$ cat config.mk
export PLATFORM = sky130hd
export DESIGN_NAME = cfg_contactor_gate
export DESIGN_NICKNAME = d
export VERILOG_FILES = /design/src/hw/cfg_pkg.sv /design/src/hw/cfg_sync_if.sv /design/src/hw/cfg_pin_sync.sv /design/src/hw/cfg_contactor_gate.sv
export SDC_FILE = /design/constraint.sdc
export NUM_CORES = 1
export LEC_CHECK = 0
export BUFFER_PORTS_ARGS = -buffer_cell sky130_fd_sc_hd__buf_2
export CAP_MARGIN = 10
export CORE_MARGIN = 2
export CORE_UTILIZATION = 55
export DETAILED_ROUTE_END_ITERATION = 6
export GPL_ROUTABILITY_DRIVEN = 0
export MAX_ROUTING_LAYER = met4
export PLACE_DENSITY = 0.83
export REMOVE_ABC_BUFFERS = 1
export SYNTH_ARGS = -nofsm -noshare
export SYNTH_HDL_FRONTEND = slang
export SYNTH_HIERARCHICAL = 1
export SYNTH_SLANG_ARGS = --single-unit
$ cat constraint.sdc
create_clock -name ref_clk -period 2.2 [get_ports ref_clk]
set_input_delay 0.44 -clock ref_clk [delete_from_list [all_inputs] [get_ports ref_clk]]
set_output_delay 0.44 -clock ref_clk [all_outputs]
set_load 0.02 [all_outputs]
$ cat src/hw/cfg_pkg.sv
package cfg_pkg;
  // Universal I/O line functions
  typedef enum logic [1:0] {
    CFG_UIO_NONE      = 2'h0,
    CFG_UIO_RESET_IN  = 2'h1,
    CFG_UIO_FEEDBACK  = 2'h2,
    CFG_UIO_RESET_REQ = 2'h3
  } cfg_uio_fn_t;

  // Pair state, Gray coded along off -> armed -> verify -> on
  typedef enum logic [1:0] {
    CFG_OFF    = 2'b00,
    CFG_ARMED  = 2'b01,
    CFG_VERIFY = 2'b11,
    CFG_ON     = 2'b10
  } cfg_state_t;

  localparam int CFG_PAIRS_DEFAULT   = 2;
  localparam int CFG_UIO_DEFAULT     = 3;
  localparam int CFG_DEADLINE_CYCLES = 250;   // 10 us at 25 MHz
  localparam int CFG_SYNC_STAGES     = 3;
  localparam logic CFG_PAIR_RESET    = 1'b0;
endpackage : cfg_pkg

$ cat src/hw/cfg_sync_if.sv
`timescale 1ns/10ps
// Raw pins in, filtered levels out
interface cfg_sync_if #(parameter int W = 3);
  logic [W-1:0] raw;
  logic [W-1:0] level;
  modport owner (output raw, input level);
  modport filt  (input raw, output level);
endinterface : cfg_sync_if

$ cat src/hw/cfg_pin_sync.sv
`timescale 1ns/10ps
// Three-stage synchroniser; level changes when stages two and three agree
module cfg_pin_sync
  import cfg_pkg::*;
#(
  parameter int W = 3
) (
  input  wire logic ref_clk,
  input  wire logic rstn,
  cfg_sync_if.filt  sif
);
  logic [W-1:0] s1;
  logic [W-1:0] s2;
  logic [W-1:0] s3;
  logic [W-1:0] level;
  logic [W-1:0] next_level;

  // Stage one feeds only stage two
  always_comb begin
    next_level = level;
    for (int i = 0; i < W; i++) begin
      if (s2[i] == s3[i]) begin
        next_level[i] = s3[i];
      end
    end
  end

  always_ff @(posedge ref_clk or negedge rstn) begin
    if (!rstn) begin
      s1    <= '0;
      s2    <= '0;
      s3    <= '0;
      level <= '0;
    end else begin
      s1    <= sif.raw;
      s2    <= s1;
      s3    <= s2;
      level <= next_level;
    end
  end

  assign sif.level = level;
endmodule : cfg_pin_sync

$ cat src/hw/cfg_contactor_gate.sv
`timescale 1ns/10ps
// Notes on behaviour
// With monitoring enabled, feedback is checked before every switch-on attempt.
// Feedback absent before switch-on keeps the pair OFF and flags contactor fault.
// Feedback still asserted after switch-on forces the pair back OFF.
// Contactors assert feedback only when both are at rest, contacts closed.
// Monitoring is enabled or disabled separately for each output pair.
// Each universal line acts as reset input, feedback input, or reset-required output.
// With restart interlock, an OFF pair waits for reset press with field clear.
// Post switch-on feedback deadline is a fixed parameterised cycle count.
module cfg_contactor_gate
  import cfg_pkg::*;
#(
  parameter int PAIRS    = CFG_PAIRS_DEFAULT,
  parameter int UIO      = CFG_UIO_DEFAULT,
  parameter int DEADLINE = CFG_DEADLINE_CYCLES
) (
  input  wire logic                 ref_clk,
  input  wire logic                 rstn,
  input  wire logic [PAIRS-1:0]     field_clear,
  input  wire logic [PAIRS-1:0]     monitor_enable,
  input  wire logic [PAIRS-1:0]     interlock_enable,
  input  wire logic [PAIRS-1:0]     fault_clear,
  input  wire logic [2*UIO-1:0]     uio_function,
  input  wire logic [UIO-1:0]       uio_pair_sel,
  input  wire logic [UIO-1:0]       uio_in,
  output logic      [UIO-1:0]       uio_out,
  output logic      [UIO-1:0]       uio_oe,
  output logic      [PAIRS-1:0]     safety_output_pair,
  output logic      [PAIRS-1:0]     contactor_fault
);
  // Counter wide enough to hold the full deadline value
  localparam int CW = $clog2(DEADLINE + 1);

  // Two pairs at most: the pair select is one bit per line
  initial begin
    if (PAIRS < 1 || PAIRS > 2 || UIO < 1 || DEADLINE < 1) begin
      $error("cfg_contactor_gate: unsupported parameter values");
    end
  end

  // Function code of line i
  function automatic cfg_uio_fn_t fn_of(input logic [2*UIO-1:0] f, input int i);
    fn_of = cfg_uio_fn_t'(f[2*i +: 2]);
  endfunction : fn_of

  // Pins are asynchronous; every line passes the filter, whatever its function.
  // Output-only lines are filtered too, which costs a few flops but keeps
  // the routing below uniform.
  cfg_sync_if #(.W(UIO)) sif ();
  assign sif.raw = uio_in;

  cfg_pin_sync #(.W(UIO)) cfg_pin_sync_i (
    .ref_clk (ref_clk),
    .rstn    (rstn),
    .sif     (sif)
  );

  // Route lines to pairs by function.
  // Several lines of one function on a pair are ORed: any line at the rest
  // level counts, so wire only one feedback line per pair.
  logic [PAIRS-1:0] feedback;
  logic [PAIRS-1:0] reset_lvl;
  always_comb begin
    feedback  = '0;
    reset_lvl = '0;
    for (int i = 0; i < UIO; i++) begin
      for (int p = 0; p < PAIRS; p++) begin
        if (int'(uio_pair_sel[i]) == p) begin
          if (fn_of(uio_function, i) == CFG_UIO_FEEDBACK) begin
            feedback[p] = feedback[p] | sif.level[i];
          end
          if (fn_of(uio_function, i) == CFG_UIO_RESET_IN) begin
            reset_lvl[p] = reset_lvl[p] | sif.level[i];
          end
        end
      end
    end
  end

  cfg_state_t       state      [PAIRS];
  cfg_state_t       next_state [PAIRS];
  logic [CW-1:0]    cnt        [PAIRS];
  logic [CW-1:0]    next_cnt   [PAIRS];
  logic [PAIRS-1:0] reset_prev;
  logic [PAIRS-1:0] fault;
  logic [PAIRS-1:0] next_fault;
  logic [PAIRS-1:0] pair_on;
  logic [PAIRS-1:0] next_pair_on;
  logic [PAIRS-1:0] need_reset;
  logic [PAIRS-1:0] press;
  logic [UIO-1:0]   next_uio_out;
  logic [UIO-1:0]   next_uio_oe;

  // Reset press is a rising edge of the filtered level.
  // Idle level of the button line is low, and the edge register resets low,
  // so no false press follows a reset.
  assign press = reset_lvl & ~reset_prev;

  // Per-pair sequencing.
  // OFF: waits for a switch-on attempt and checks the rest feedback.
  // ARMED: one-cycle recheck just before the outputs switch.
  // VERIFY: outputs on, feedback must leave the rest level in time.
  // ON: outputs follow the protective field only.
  // Fault clear is applied first so that a new fault in the same cycle wins.
  always_comb begin
    for (int p = 0; p < PAIRS; p++) begin
      next_state[p]   = state[p];
      next_cnt[p]     = cnt[p];
      next_fault[p]   = fault[p];
      next_pair_on[p] = 1'b0;
      need_reset[p]   = 1'b0;
      if (fault_clear[p]) begin
        next_fault[p] = 1'b0;
      end
      case (state[p])
        CFG_OFF: begin
          need_reset[p] = interlock_enable[p];
          // Switch-on request: field clear and, with interlock, a press
          if (field_clear[p] && (!interlock_enable[p] || press[p])) begin
            if (monitor_enable[p] && !feedback[p]) begin
              next_fault[p] = 1'b1;
            end else if (!fault[p] || fault_clear[p]) begin
              next_state[p] = CFG_ARMED;
            end
          end
        end
        CFG_ARMED: begin
          // Recheck at the switching edge; a weld may appear late
          if (!field_clear[p] || (monitor_enable[p] && !feedback[p])) begin
            next_state[p] = CFG_OFF;
            // Builds on the cleared value; a late fault still sets
            next_fault[p] = next_fault[p] | (monitor_enable[p] & ~feedback[p]);
          end else begin
            next_state[p]   = CFG_VERIFY;
            next_pair_on[p] = 1'b1;
            next_cnt[p]     = CW'(DEADLINE);
          end
        end
        CFG_VERIFY: begin
          // Deadline counts filtered feedback, so pin delay is inside it
          next_pair_on[p] = 1'b1;
          if (!field_clear[p]) begin
            next_state[p]   = CFG_OFF;
            next_pair_on[p] = 1'b0;
          end else if (!monitor_enable[p] || !feedback[p]) begin
            next_state[p] = CFG_ON;
          end else if (cnt[p] == CW'(1)) begin
            next_state[p]   = CFG_OFF;
            next_pair_on[p] = 1'b0;
            next_fault[p]   = 1'b1;
          end else begin
            next_cnt[p] = cnt[p] - CW'(1);
          end
        end
        CFG_ON: begin
          next_pair_on[p] = field_clear[p];
          if (!field_clear[p]) begin
            next_state[p] = CFG_OFF;
          end
        end
        default: begin
          next_state[p] = CFG_OFF;
        end
      endcase
    end
  end

  // Reset-required outputs driven on lines so configured
  always_comb begin
    for (int i = 0; i < UIO; i++) begin
      next_uio_oe[i]  = (fn_of(uio_function, i) == CFG_UIO_RESET_REQ);
      next_uio_out[i] = 1'b0;
      for (int p = 0; p < PAIRS; p++) begin
        if (int'(uio_pair_sel[i]) == p && next_uio_oe[i]) begin
          next_uio_out[i] = need_reset[p] & field_clear[p];
        end
      end
    end
  end

  // State registers; outputs leave straight from these flops
  always_ff @(posedge ref_clk or negedge rstn) begin
    if (!rstn) begin
      for (int p = 0; p < PAIRS; p++) begin
        state[p] <= CFG_OFF;
        cnt[p]   <= '0;
      end
      reset_prev         <= '0;
      fault              <= '0;
      pair_on            <= {PAIRS{CFG_PAIR_RESET}};
      uio_out            <= '0;
      uio_oe             <= '0;
    end else begin
      for (int p = 0; p < PAIRS; p++) begin
        state[p] <= next_state[p];
        cnt[p]   <= next_cnt[p];
      end
      reset_prev <= reset_lvl;
      fault      <= next_fault;
      pair_on    <= next_pair_on;
      uio_out    <= next_uio_out;
      uio_oe     <= next_uio_oe;
    end
  end

  // Registered outputs
  assign safety_output_pair = pair_on;
  assign contactor_fault    = fault;
endmodule : cfg_contactor_gate

==> flow_metrics.env, run 1 <==
export IMPL_outcome="finished clean"
export IMPL_synth_async_sr_flop_share_pct=100
export IMPL_setup_repair_after_global_routing_missed_its_margin="false"
export IMPL_vias_per_cell=5.98
export IMPL_synth_warnings=6
export IMPL_synth_area_leader_cell="sky130_fd_sc_hd__dfrtp_1"
export IMPL_synth_seq_cells=44
export IMPL_maxSlewViolCount=0
export IMPL_fp_coreArea_mm2=0.00394
export IMPL_synth_area_per_cell_um2=10.9
export IMPL_seqPwrFrac_pct=50.8
export IMPL_die_area_mm2=0.00458
export IMPL_netSwitchingFraction_pct=27.3
export IMPL_finalWorstPathRequiredPeriod_ps=2060
export IMPL_tritoncts="built"
export IMPL_rr_endpoint="contactor_fault[1]"
export IMPL_regToRegSetupSlack_ps=140
export IMPL_total_switching_power_w=0.000526
export IMPL_drt_drc_violations_left=0
export IMPL_detailedRoute_firstPassIterationCount=4
export IMPL_power_density_mw_per_mm2=740
export IMPL_syn_inst=204
export IMPL_timing_max_cap_violations=0
export IMPL_worst_ir_drop_on_vdd_v=0.000455
export IMPL_power_internal_w=0.00140
export IMPL_clk_pin_slew_worst_paths_ps=90
export IMPL_synth_top_flop_cell="sky130_fd_sc_hd__dfrtp_1"
export IMPL_grt_overflow_total=0
export IMPL_via_count=1770
export IMPL_synth_area_mm2=0.00223
export IMPL_hpwl_um=3240
export IMPL_synth_edf_count=0
export IMPL_yosys_cell_types_count=51
export IMPL_post_cts_resize_count=0
export IMPL_finalPower_w=0.00193
export IMPL_ios=32
export IMPL_max_slew_margin_pct=63.3
export IMPL_synth_top_cell_area_share_pct=49.4
export IMPL_areaGrowthSynthToFinish_pct=16.8
export IMPL_clockPowerShare_pct=33.7
export IMPL_final_instance_count_excl_fill=296
export IMPL_fill_cells=306
export IMPL_worstPathArrival_ps=2300
export IMPL_fmax_mhz=486
export IMPL_rr_worst_depth=6
export IMPL_final_report_hold_violation_count=0
export IMPL_cp_max_fo=4
export IMPL_timing_worst_slew_pin_value_ps=551
export IMPL_drt_initial_drc_count=88
export IMPL_netlist_top_cells_area="sky130_fd_sc_hd__dfrtp_1, sky130_fd_sc_hd__mux2i_1, sky130_fd_sc_hd__o31ai_1, sky130_fd_sc_hd__or4_1, sky130_fd_sc_hd__nand4b_1"
export IMPL_cp_end_kind="register"
export IMPL_final_setup_tns_ps=0
export IMPL_regToRegStartpoint="cnt[1]"
export IMPL_critical_path_slowest_cell="sky130_fd_sc_hd__or3b_2"
export IMPL_fin_worst_skew_ps=8.57
export IMPL_cts_hold_repair_buffers=0
export IMPL_crit_path_start_kind="register"
export IMPL_numCtsBuffers=5
export IMPL_wl_per_cell_um=15.3
export IMPL_critical_path_required_ps=2440
export IMPL_htree_num_levels=2
export IMPL_nNetsFinal=271
export IMPL_share_comb_of_total_power_pct=15.5
export IMPL_crit_path_cell_trace="inv_1 -> ha_1 -> or3b_2 -> or2_2 -> or4_1 -> nand3_1"
export IMPL_finalSetupViolCount=0
export IMPL_io_buffers=31
export IMPL_hold_path_class="in2async"
export IMPL_cts_root_buffer="sky130_fd_sc_hd__clkbuf_8"
export IMPL_buffer_levels_on_the_longest_clock_path=2
export IMPL_clk_latency_ps=300
export IMPL_antenna_found_initial=0
export IMPL_maximum_number_of_pins_on_one_net_before_global_route_repair=45
export IMPL_ant_cells=0
export IMPL_crit_type="reg2reg"
export IMPL_start_util_pct=56.5
export IMPL_postLayoutCoreUtil_pct=66.0
export IMPL_share_of_cells_above_drive_strength_1_pct=26.4
export IMPL_place_inst=288
export IMPL_postCtsSetupRepairBufs=0
export IMPL_critPathMaxStageDelay_ps=480
export IMPL_ant_nets=0
export IMPL_dieHeight_um=67.7
export IMPL_synth_seq_area_share_pct=49.4
export IMPL_first_global_vias=1692
export IMPL_drt_total_wl_um=4520
export IMPL_min_period_over_period_pct=93.6
export IMPL_grtUsageTotal_pct=23.0
export IMPL_numClockSinks=44
export IMPL_power_static_leakage_nw=1.11
export IMPL_first_pass_grt_wire_length_um=7550
export IMPL_std_cell_rows=23
export IMPL_die_width_um=67.7
export IMPL_final_hold_worst_slack_ps=200
## cells in the mapped netlist, types with 2 or more instances
cell and count:
sky130_fd_sc_hd__mux2i_1 7, sky130_fd_sc_hd__and4_1 2, sky130_fd_sc_hd__o21a_1 2, sky130_fd_sc_hd__and4bb_2 3, sky130_fd_sc_hd__nand4b_1 6, sky130_fd_sc_hd__o21ai_0 8
sky130_fd_sc_hd__dfrtp_1 44, sky130_fd_sc_hd__nand2b_1 7, sky130_fd_sc_hd__or4_1 7, sky130_fd_sc_hd__mux2_2 2, sky130_fd_sc_hd__o311a_1 3, sky130_fd_sc_hd__maj3_2 3
sky130_fd_sc_hd__and2_1 3, sky130_fd_sc_hd__a21oi_1 7, sky130_fd_sc_hd__nand3_1 7, sky130_fd_sc_hd__a21boi_0 4, sky130_fd_sc_hd__ha_1 4, sky130_fd_sc_hd__or3b_2 3
sky130_fd_sc_hd__nor4_1 2, sky130_fd_sc_hd__nor2_1 12, sky130_fd_sc_hd__and3_1 2, sky130_fd_sc_hd__inv_1 6, sky130_fd_sc_hd__o31ai_1 7, sky130_fd_sc_hd__o211ai_1 2
sky130_fd_sc_hd__nor3_1 3, sky130_fd_sc_hd__clkbuf_1 3, sky130_fd_sc_hd__nand2_1 12, sky130_fd_sc_hd__nor4bb_1 3, sky130_fd_sc_hd__nor3b_1 2, sky130_fd_sc_hd__or4_4 3
sky130_fd_sc_hd__nor2b_1 4, sky130_fd_sc_hd__a22oi_1 2
## kinds of logic (layout without fill, tap and decap cells)
family	count (synthesis)	count (layout)	share of synthesized area [%]
compound gates	49	49	16.4
fa+ha+maj	7	7	3.76
buf+inv	10	52	1.74
flops	44	44	49.4
mux	9	9	4.16
simple gates	85	85	24.5
## placed cells by master, fill, tap and decap left out, types with 4 or more instances in the layout
cell,n
sky130_fd_sc_hd__o21ai_0,8
sky130_fd_sc_hd__buf_2,31
sky130_fd_sc_hd__o31ai_1,7
sky130_fd_sc_hd__nand2_1,12
sky130_fd_sc_hd__a21oi_1,7
sky130_fd_sc_hd__or4_1,7
sky130_fd_sc_hd__ha_1,4
sky130_fd_sc_hd__nand3_1,7
sky130_fd_sc_hd__inv_1,6
sky130_fd_sc_hd__nor2b_1,4
sky130_fd_sc_hd__clkbuf_8,6
sky130_fd_sc_hd__mux2i_1,7
sky130_fd_sc_hd__buf_4,7
sky130_fd_sc_hd__nand2b_1,7
sky130_fd_sc_hd__nand4b_1,6
sky130_fd_sc_hd__dfrtp_1,44
sky130_fd_sc_hd__a21boi_0,4
sky130_fd_sc_hd__nor2_1,12
## critical path: cells and delay by family, from the launching register on
family / cells / cell delay, ps
and+or+nand+nor: 4 / 1360
buffers and inverters: 1 / 100
DFF: 1 / 400
adders and majority gates: 1 / 150
## worst max-delay path by stage
stage,from,to,slack (ps),cells after the start
2_1_floorplan,uio_pair_sel[1],cnt[9],210,4
3_3_place_gp,cnt[1],contactor_fault[1],240,6
4_1_cts,cnt[1],contactor_fault[1],170,6
5_1_grt,cnt[1],contactor_fault[1],60,6
3_5_place_dp,cnt[1],contactor_fault[1],190,6
6_report,cnt[1],contactor_fault[1],140,6
## routing by layer
metal  part of all wire, %  up-vias  track usage (%)
met1                    43      855             26.3
met2                    51       38             39.7
li1                      -      867                -
met5                     0        -                -
met4                   1.6        0             7.65
met3                   4.2       10             5.00
## sequential cells by signal (all words and copies together), names as in the netlist
| signal | count |
|---|---|
| safety_output_pair | 2 |
| cfg_pin_sync_i/sif.level | 3 |
| state | 4 |
| uio_oe | 3 |
| contactor_fault | 2 |
| cfg_pin_sync_i/s1 | 3 |
| cfg_pin_sync_i/s2 | 3 |
| uio_out | 3 |
| cfg_pin_sync_i/s3 | 3 |
| cnt | 16 |
| reset_prev | 2 |
## power groups by stage
stage | logic (W) | registers (W) | clock network [W]
after global routing | 0.000334 | 0.000992 | 0.000697
after global placement | 0.000290 | 0.000986 | 0
final | 0.000298 | 0.000979 | 0.000650
after CTS | 0.000300 | 0.000978 | 0.000665
after detailed placement | 0.000299 | 0.000991 | 0
after floorplan | 0.000169 | 0.000992 | 0
## cell type report
class,instances,area (um2),area share (%)
well taps,50,62.6,2.40
inverters,6,22.5,0.865
multi-input cells,150,1090,41.8
clock buffers,6,82.6,3.17
clock inverters,2,38.8,1.49
repair buffers,38,208,7.98
flip-flops and latches,44,1100,42.3
## per-stage QoR
stage | setup slack (ps) | area (um2)
detailed placement | 191 | 2480
global placement | 240 | 2480
floorplan | 206 | 2210
finish | 140 | 2600
global route | 57.7 | 2600
CTS | 167 | 2600
(Power assumes the default switching activity.)
==> run 2: changes to the inputs <==
- SETUP_SLACK_MARGIN: default -> 0.3
==> run 2 against run 1 <==
Setup slack better by 130 ps. Utilization is 2.5 points higher. Critical path type unchanged. Final cell count is 3.7% higher. Sequential power is 1% lower. Hold slack worse by 2.4 ps. Die area stayed put.
==> flow_metrics.env, run 2 (synthesized netlist as in run 1, its figures left out) <==
export IMPL_min_period_over_period_pct=87.5
export IMPL_layout_cell_area_non_filler_mm2=0.00270
export IMPL_worstPathArrival_ps=2170
export IMPL_start_util_pct=56.5
export IMPL_cp_end_kind="register"
export IMPL_most_common_layout_cells="sky130_fd_sc_hd__dfrtp_1, sky130_fd_sc_hd__buf_2, sky130_fd_sc_hd__buf_4"
export IMPL_die_area_mm2=0.00458
export IMPL_vias_per_cell=5.88
export IMPL_std_cell_rows=23
export IMPL_maxSlewViolCount=0
export IMPL_dieHeight_um=67.7
export IMPL_layout_cells_most_common="sky130_fd_sc_hd__dfrtp_1"
export IMPL_ios=32
export IMPL_crit_type="reg2reg"
export IMPL_io_buffers=31
export IMPL_hpwl_um=3240
export IMPL_via_count=1804
export IMPL_setup_repair_after_global_routing_missed_its_margin="true"
export IMPL_final_report_hold_violation_count=0
export IMPL_numCtsBuffers=5
export IMPL_share_of_cells_above_drive_strength_1_pct=31.5
export IMPL_finalWorstPathRequiredPeriod_ps=1930
export IMPL_ant_nets=0
export IMPL_hold_path_class="in2async"
export IMPL_buffer_levels_on_the_longest_clock_path=2
export IMPL_place_area_mm2=0.00248
export IMPL_fin_worst_skew_ps=9.20
export IMPL_outcome="finished clean"
export IMPL_drt_drc_violations_left=0
export IMPL_antenna_found_initial=0
export IMPL_clk_latency_ps=300
export IMPL_nNetsFinal=282
export IMPL_largest_register_ffs=16
export IMPL_fp_coreArea_mm2=0.00394
export IMPL_die_width_um=67.7
export IMPL_tritoncts="built"
export IMPL_cts_root_buffer="sky130_fd_sc_hd__clkbuf_8"
export IMPL_power_static_leakage_nw=1.17
export IMPL_reg_top3="cnt x16, state x4"
export IMPL_first_global_vias=1712
export IMPL_htree_num_levels=2
export IMPL_drt_total_wl_um=4620
export IMPL_drt_initial_drc_count=125
export IMPL_wl_per_cell_um=15.0
export IMPL_critical_path_required_ps=2440
export IMPL_fmax_mhz=519
export IMPL_max_slew_margin_pct=63.3
export IMPL_detailedRoute_firstPassIterationCount=4
export IMPL_maximum_number_of_pins_on_one_net_before_global_route_repair=45
export IMPL_crit_path_start_kind="register"
export IMPL_timing_worst_slew_pin_value_ps=550
export IMPL_power_density_mw_per_mm2=730
export IMPL_timing_max_cap_violations=0
export IMPL_grtUsageTotal_pct=23.4
export IMPL_cp_max_fo=6
export IMPL_cts_hold_repair_buffers=0
export IMPL_top_register="cnt"
export IMPL_areaGrowthSynthToFinish_pct=21.3
export IMPL_first_pass_grt_wire_length_um=7690
export IMPL_grt_overflow_total=0
export IMPL_worst_ir_drop_on_vdd_v=0.000455
export IMPL_clk_pin_slew_worst_paths_ps=90
export IMPL_numClockSinks=44
export IMPL_final_setup_tns_ps=0
export IMPL_ant_cells=0
export IMPL_finalSetupViolCount=0
[run 2: cell types whose count changed in the layout (fill, tap and decap cells not counted), sizes merged]
cell	before	now
buf	38	49
[run 2: worst paths after layout]
path	startpoint	slack, ps	depth (start not counted)	to
max reg2reg	cnt[5]	270	4	contactor_fault[1]
min reg2reg	cfg_pin_sync_i/s1[1]	350	0	cfg_pin_sync_i/s2[1]
max	cnt[5]	270	4	contactor_fault[1]
min	rstn	200	2	uio_out[0]
min in group ref_clk	uio_in[0]	250	1	cfg_pin_sync_i/s1[0]
max in group asynchronous	rstn	1600	2	cnt[11]
[run 2: stage by stage]
stage / instances / utilization (%) / setup WS (ps) / hold WS [ps] / power, W
after detailed placement: 288 / 63.0 / 191 / 337 / 0.00129
after floorplan: 200 / - / 206 / 144 / 0.00116
after CTS: 302 / 67.3 / 286 / 223 / 0.00198
after global routing: 307 / 68.6 / 231 / 241 / 0.00207
final: 307 / 68.6 / 274 / 198 / 0.00197
after global placement: 288 / 63.0 / 240 / 333 / 0.00128
[run 2: what timing repair did]
item,4_1_cts,5_1_grt
setup endpoints to repair,2,8
setup buffers,6,5
resized for setup,2,4
endpoints found under the hold margin,0,0
[run 2: critical path: stages (launching register included)]
cell	delay (ps)
sky130_fd_sc_hd__dfrtp_1	410
sky130_fd_sc_hd__or4_4	560
sky130_fd_sc_hd__or2_2	320
sky130_fd_sc_hd__or4_1	480
sky130_fd_sc_hd__nand3_1	100
[run 2: final cells by class]
type	instances	area, um2
flip-flops and latches	44	1100
clock inverters	2	38.8
repair buffers	49	290
clock buffers	6	82.6
fillers	294	1240
well taps	50	62.6
inverters	6	22.5
multi-input cells	150	1100
[run 2: where the power goes]
part	internal, W	leakage (nW)	switching (W)
Combinational	0.000166	0.585	0.000188
Sequential	0.000897	0.520	0.0000709
Clock	0.000371	0.0614	0.000281
Total	0.00143	1.17	0.000540
[run 2: per-layer routing]
layer	up-vias	wire, um	GRT usage [%]
met5	-	0	-
met4	0	63	7.65
met2	39	2360	40.0
li1	890	-	-
met1	867	2010	27.5
met3	8	185	5.00
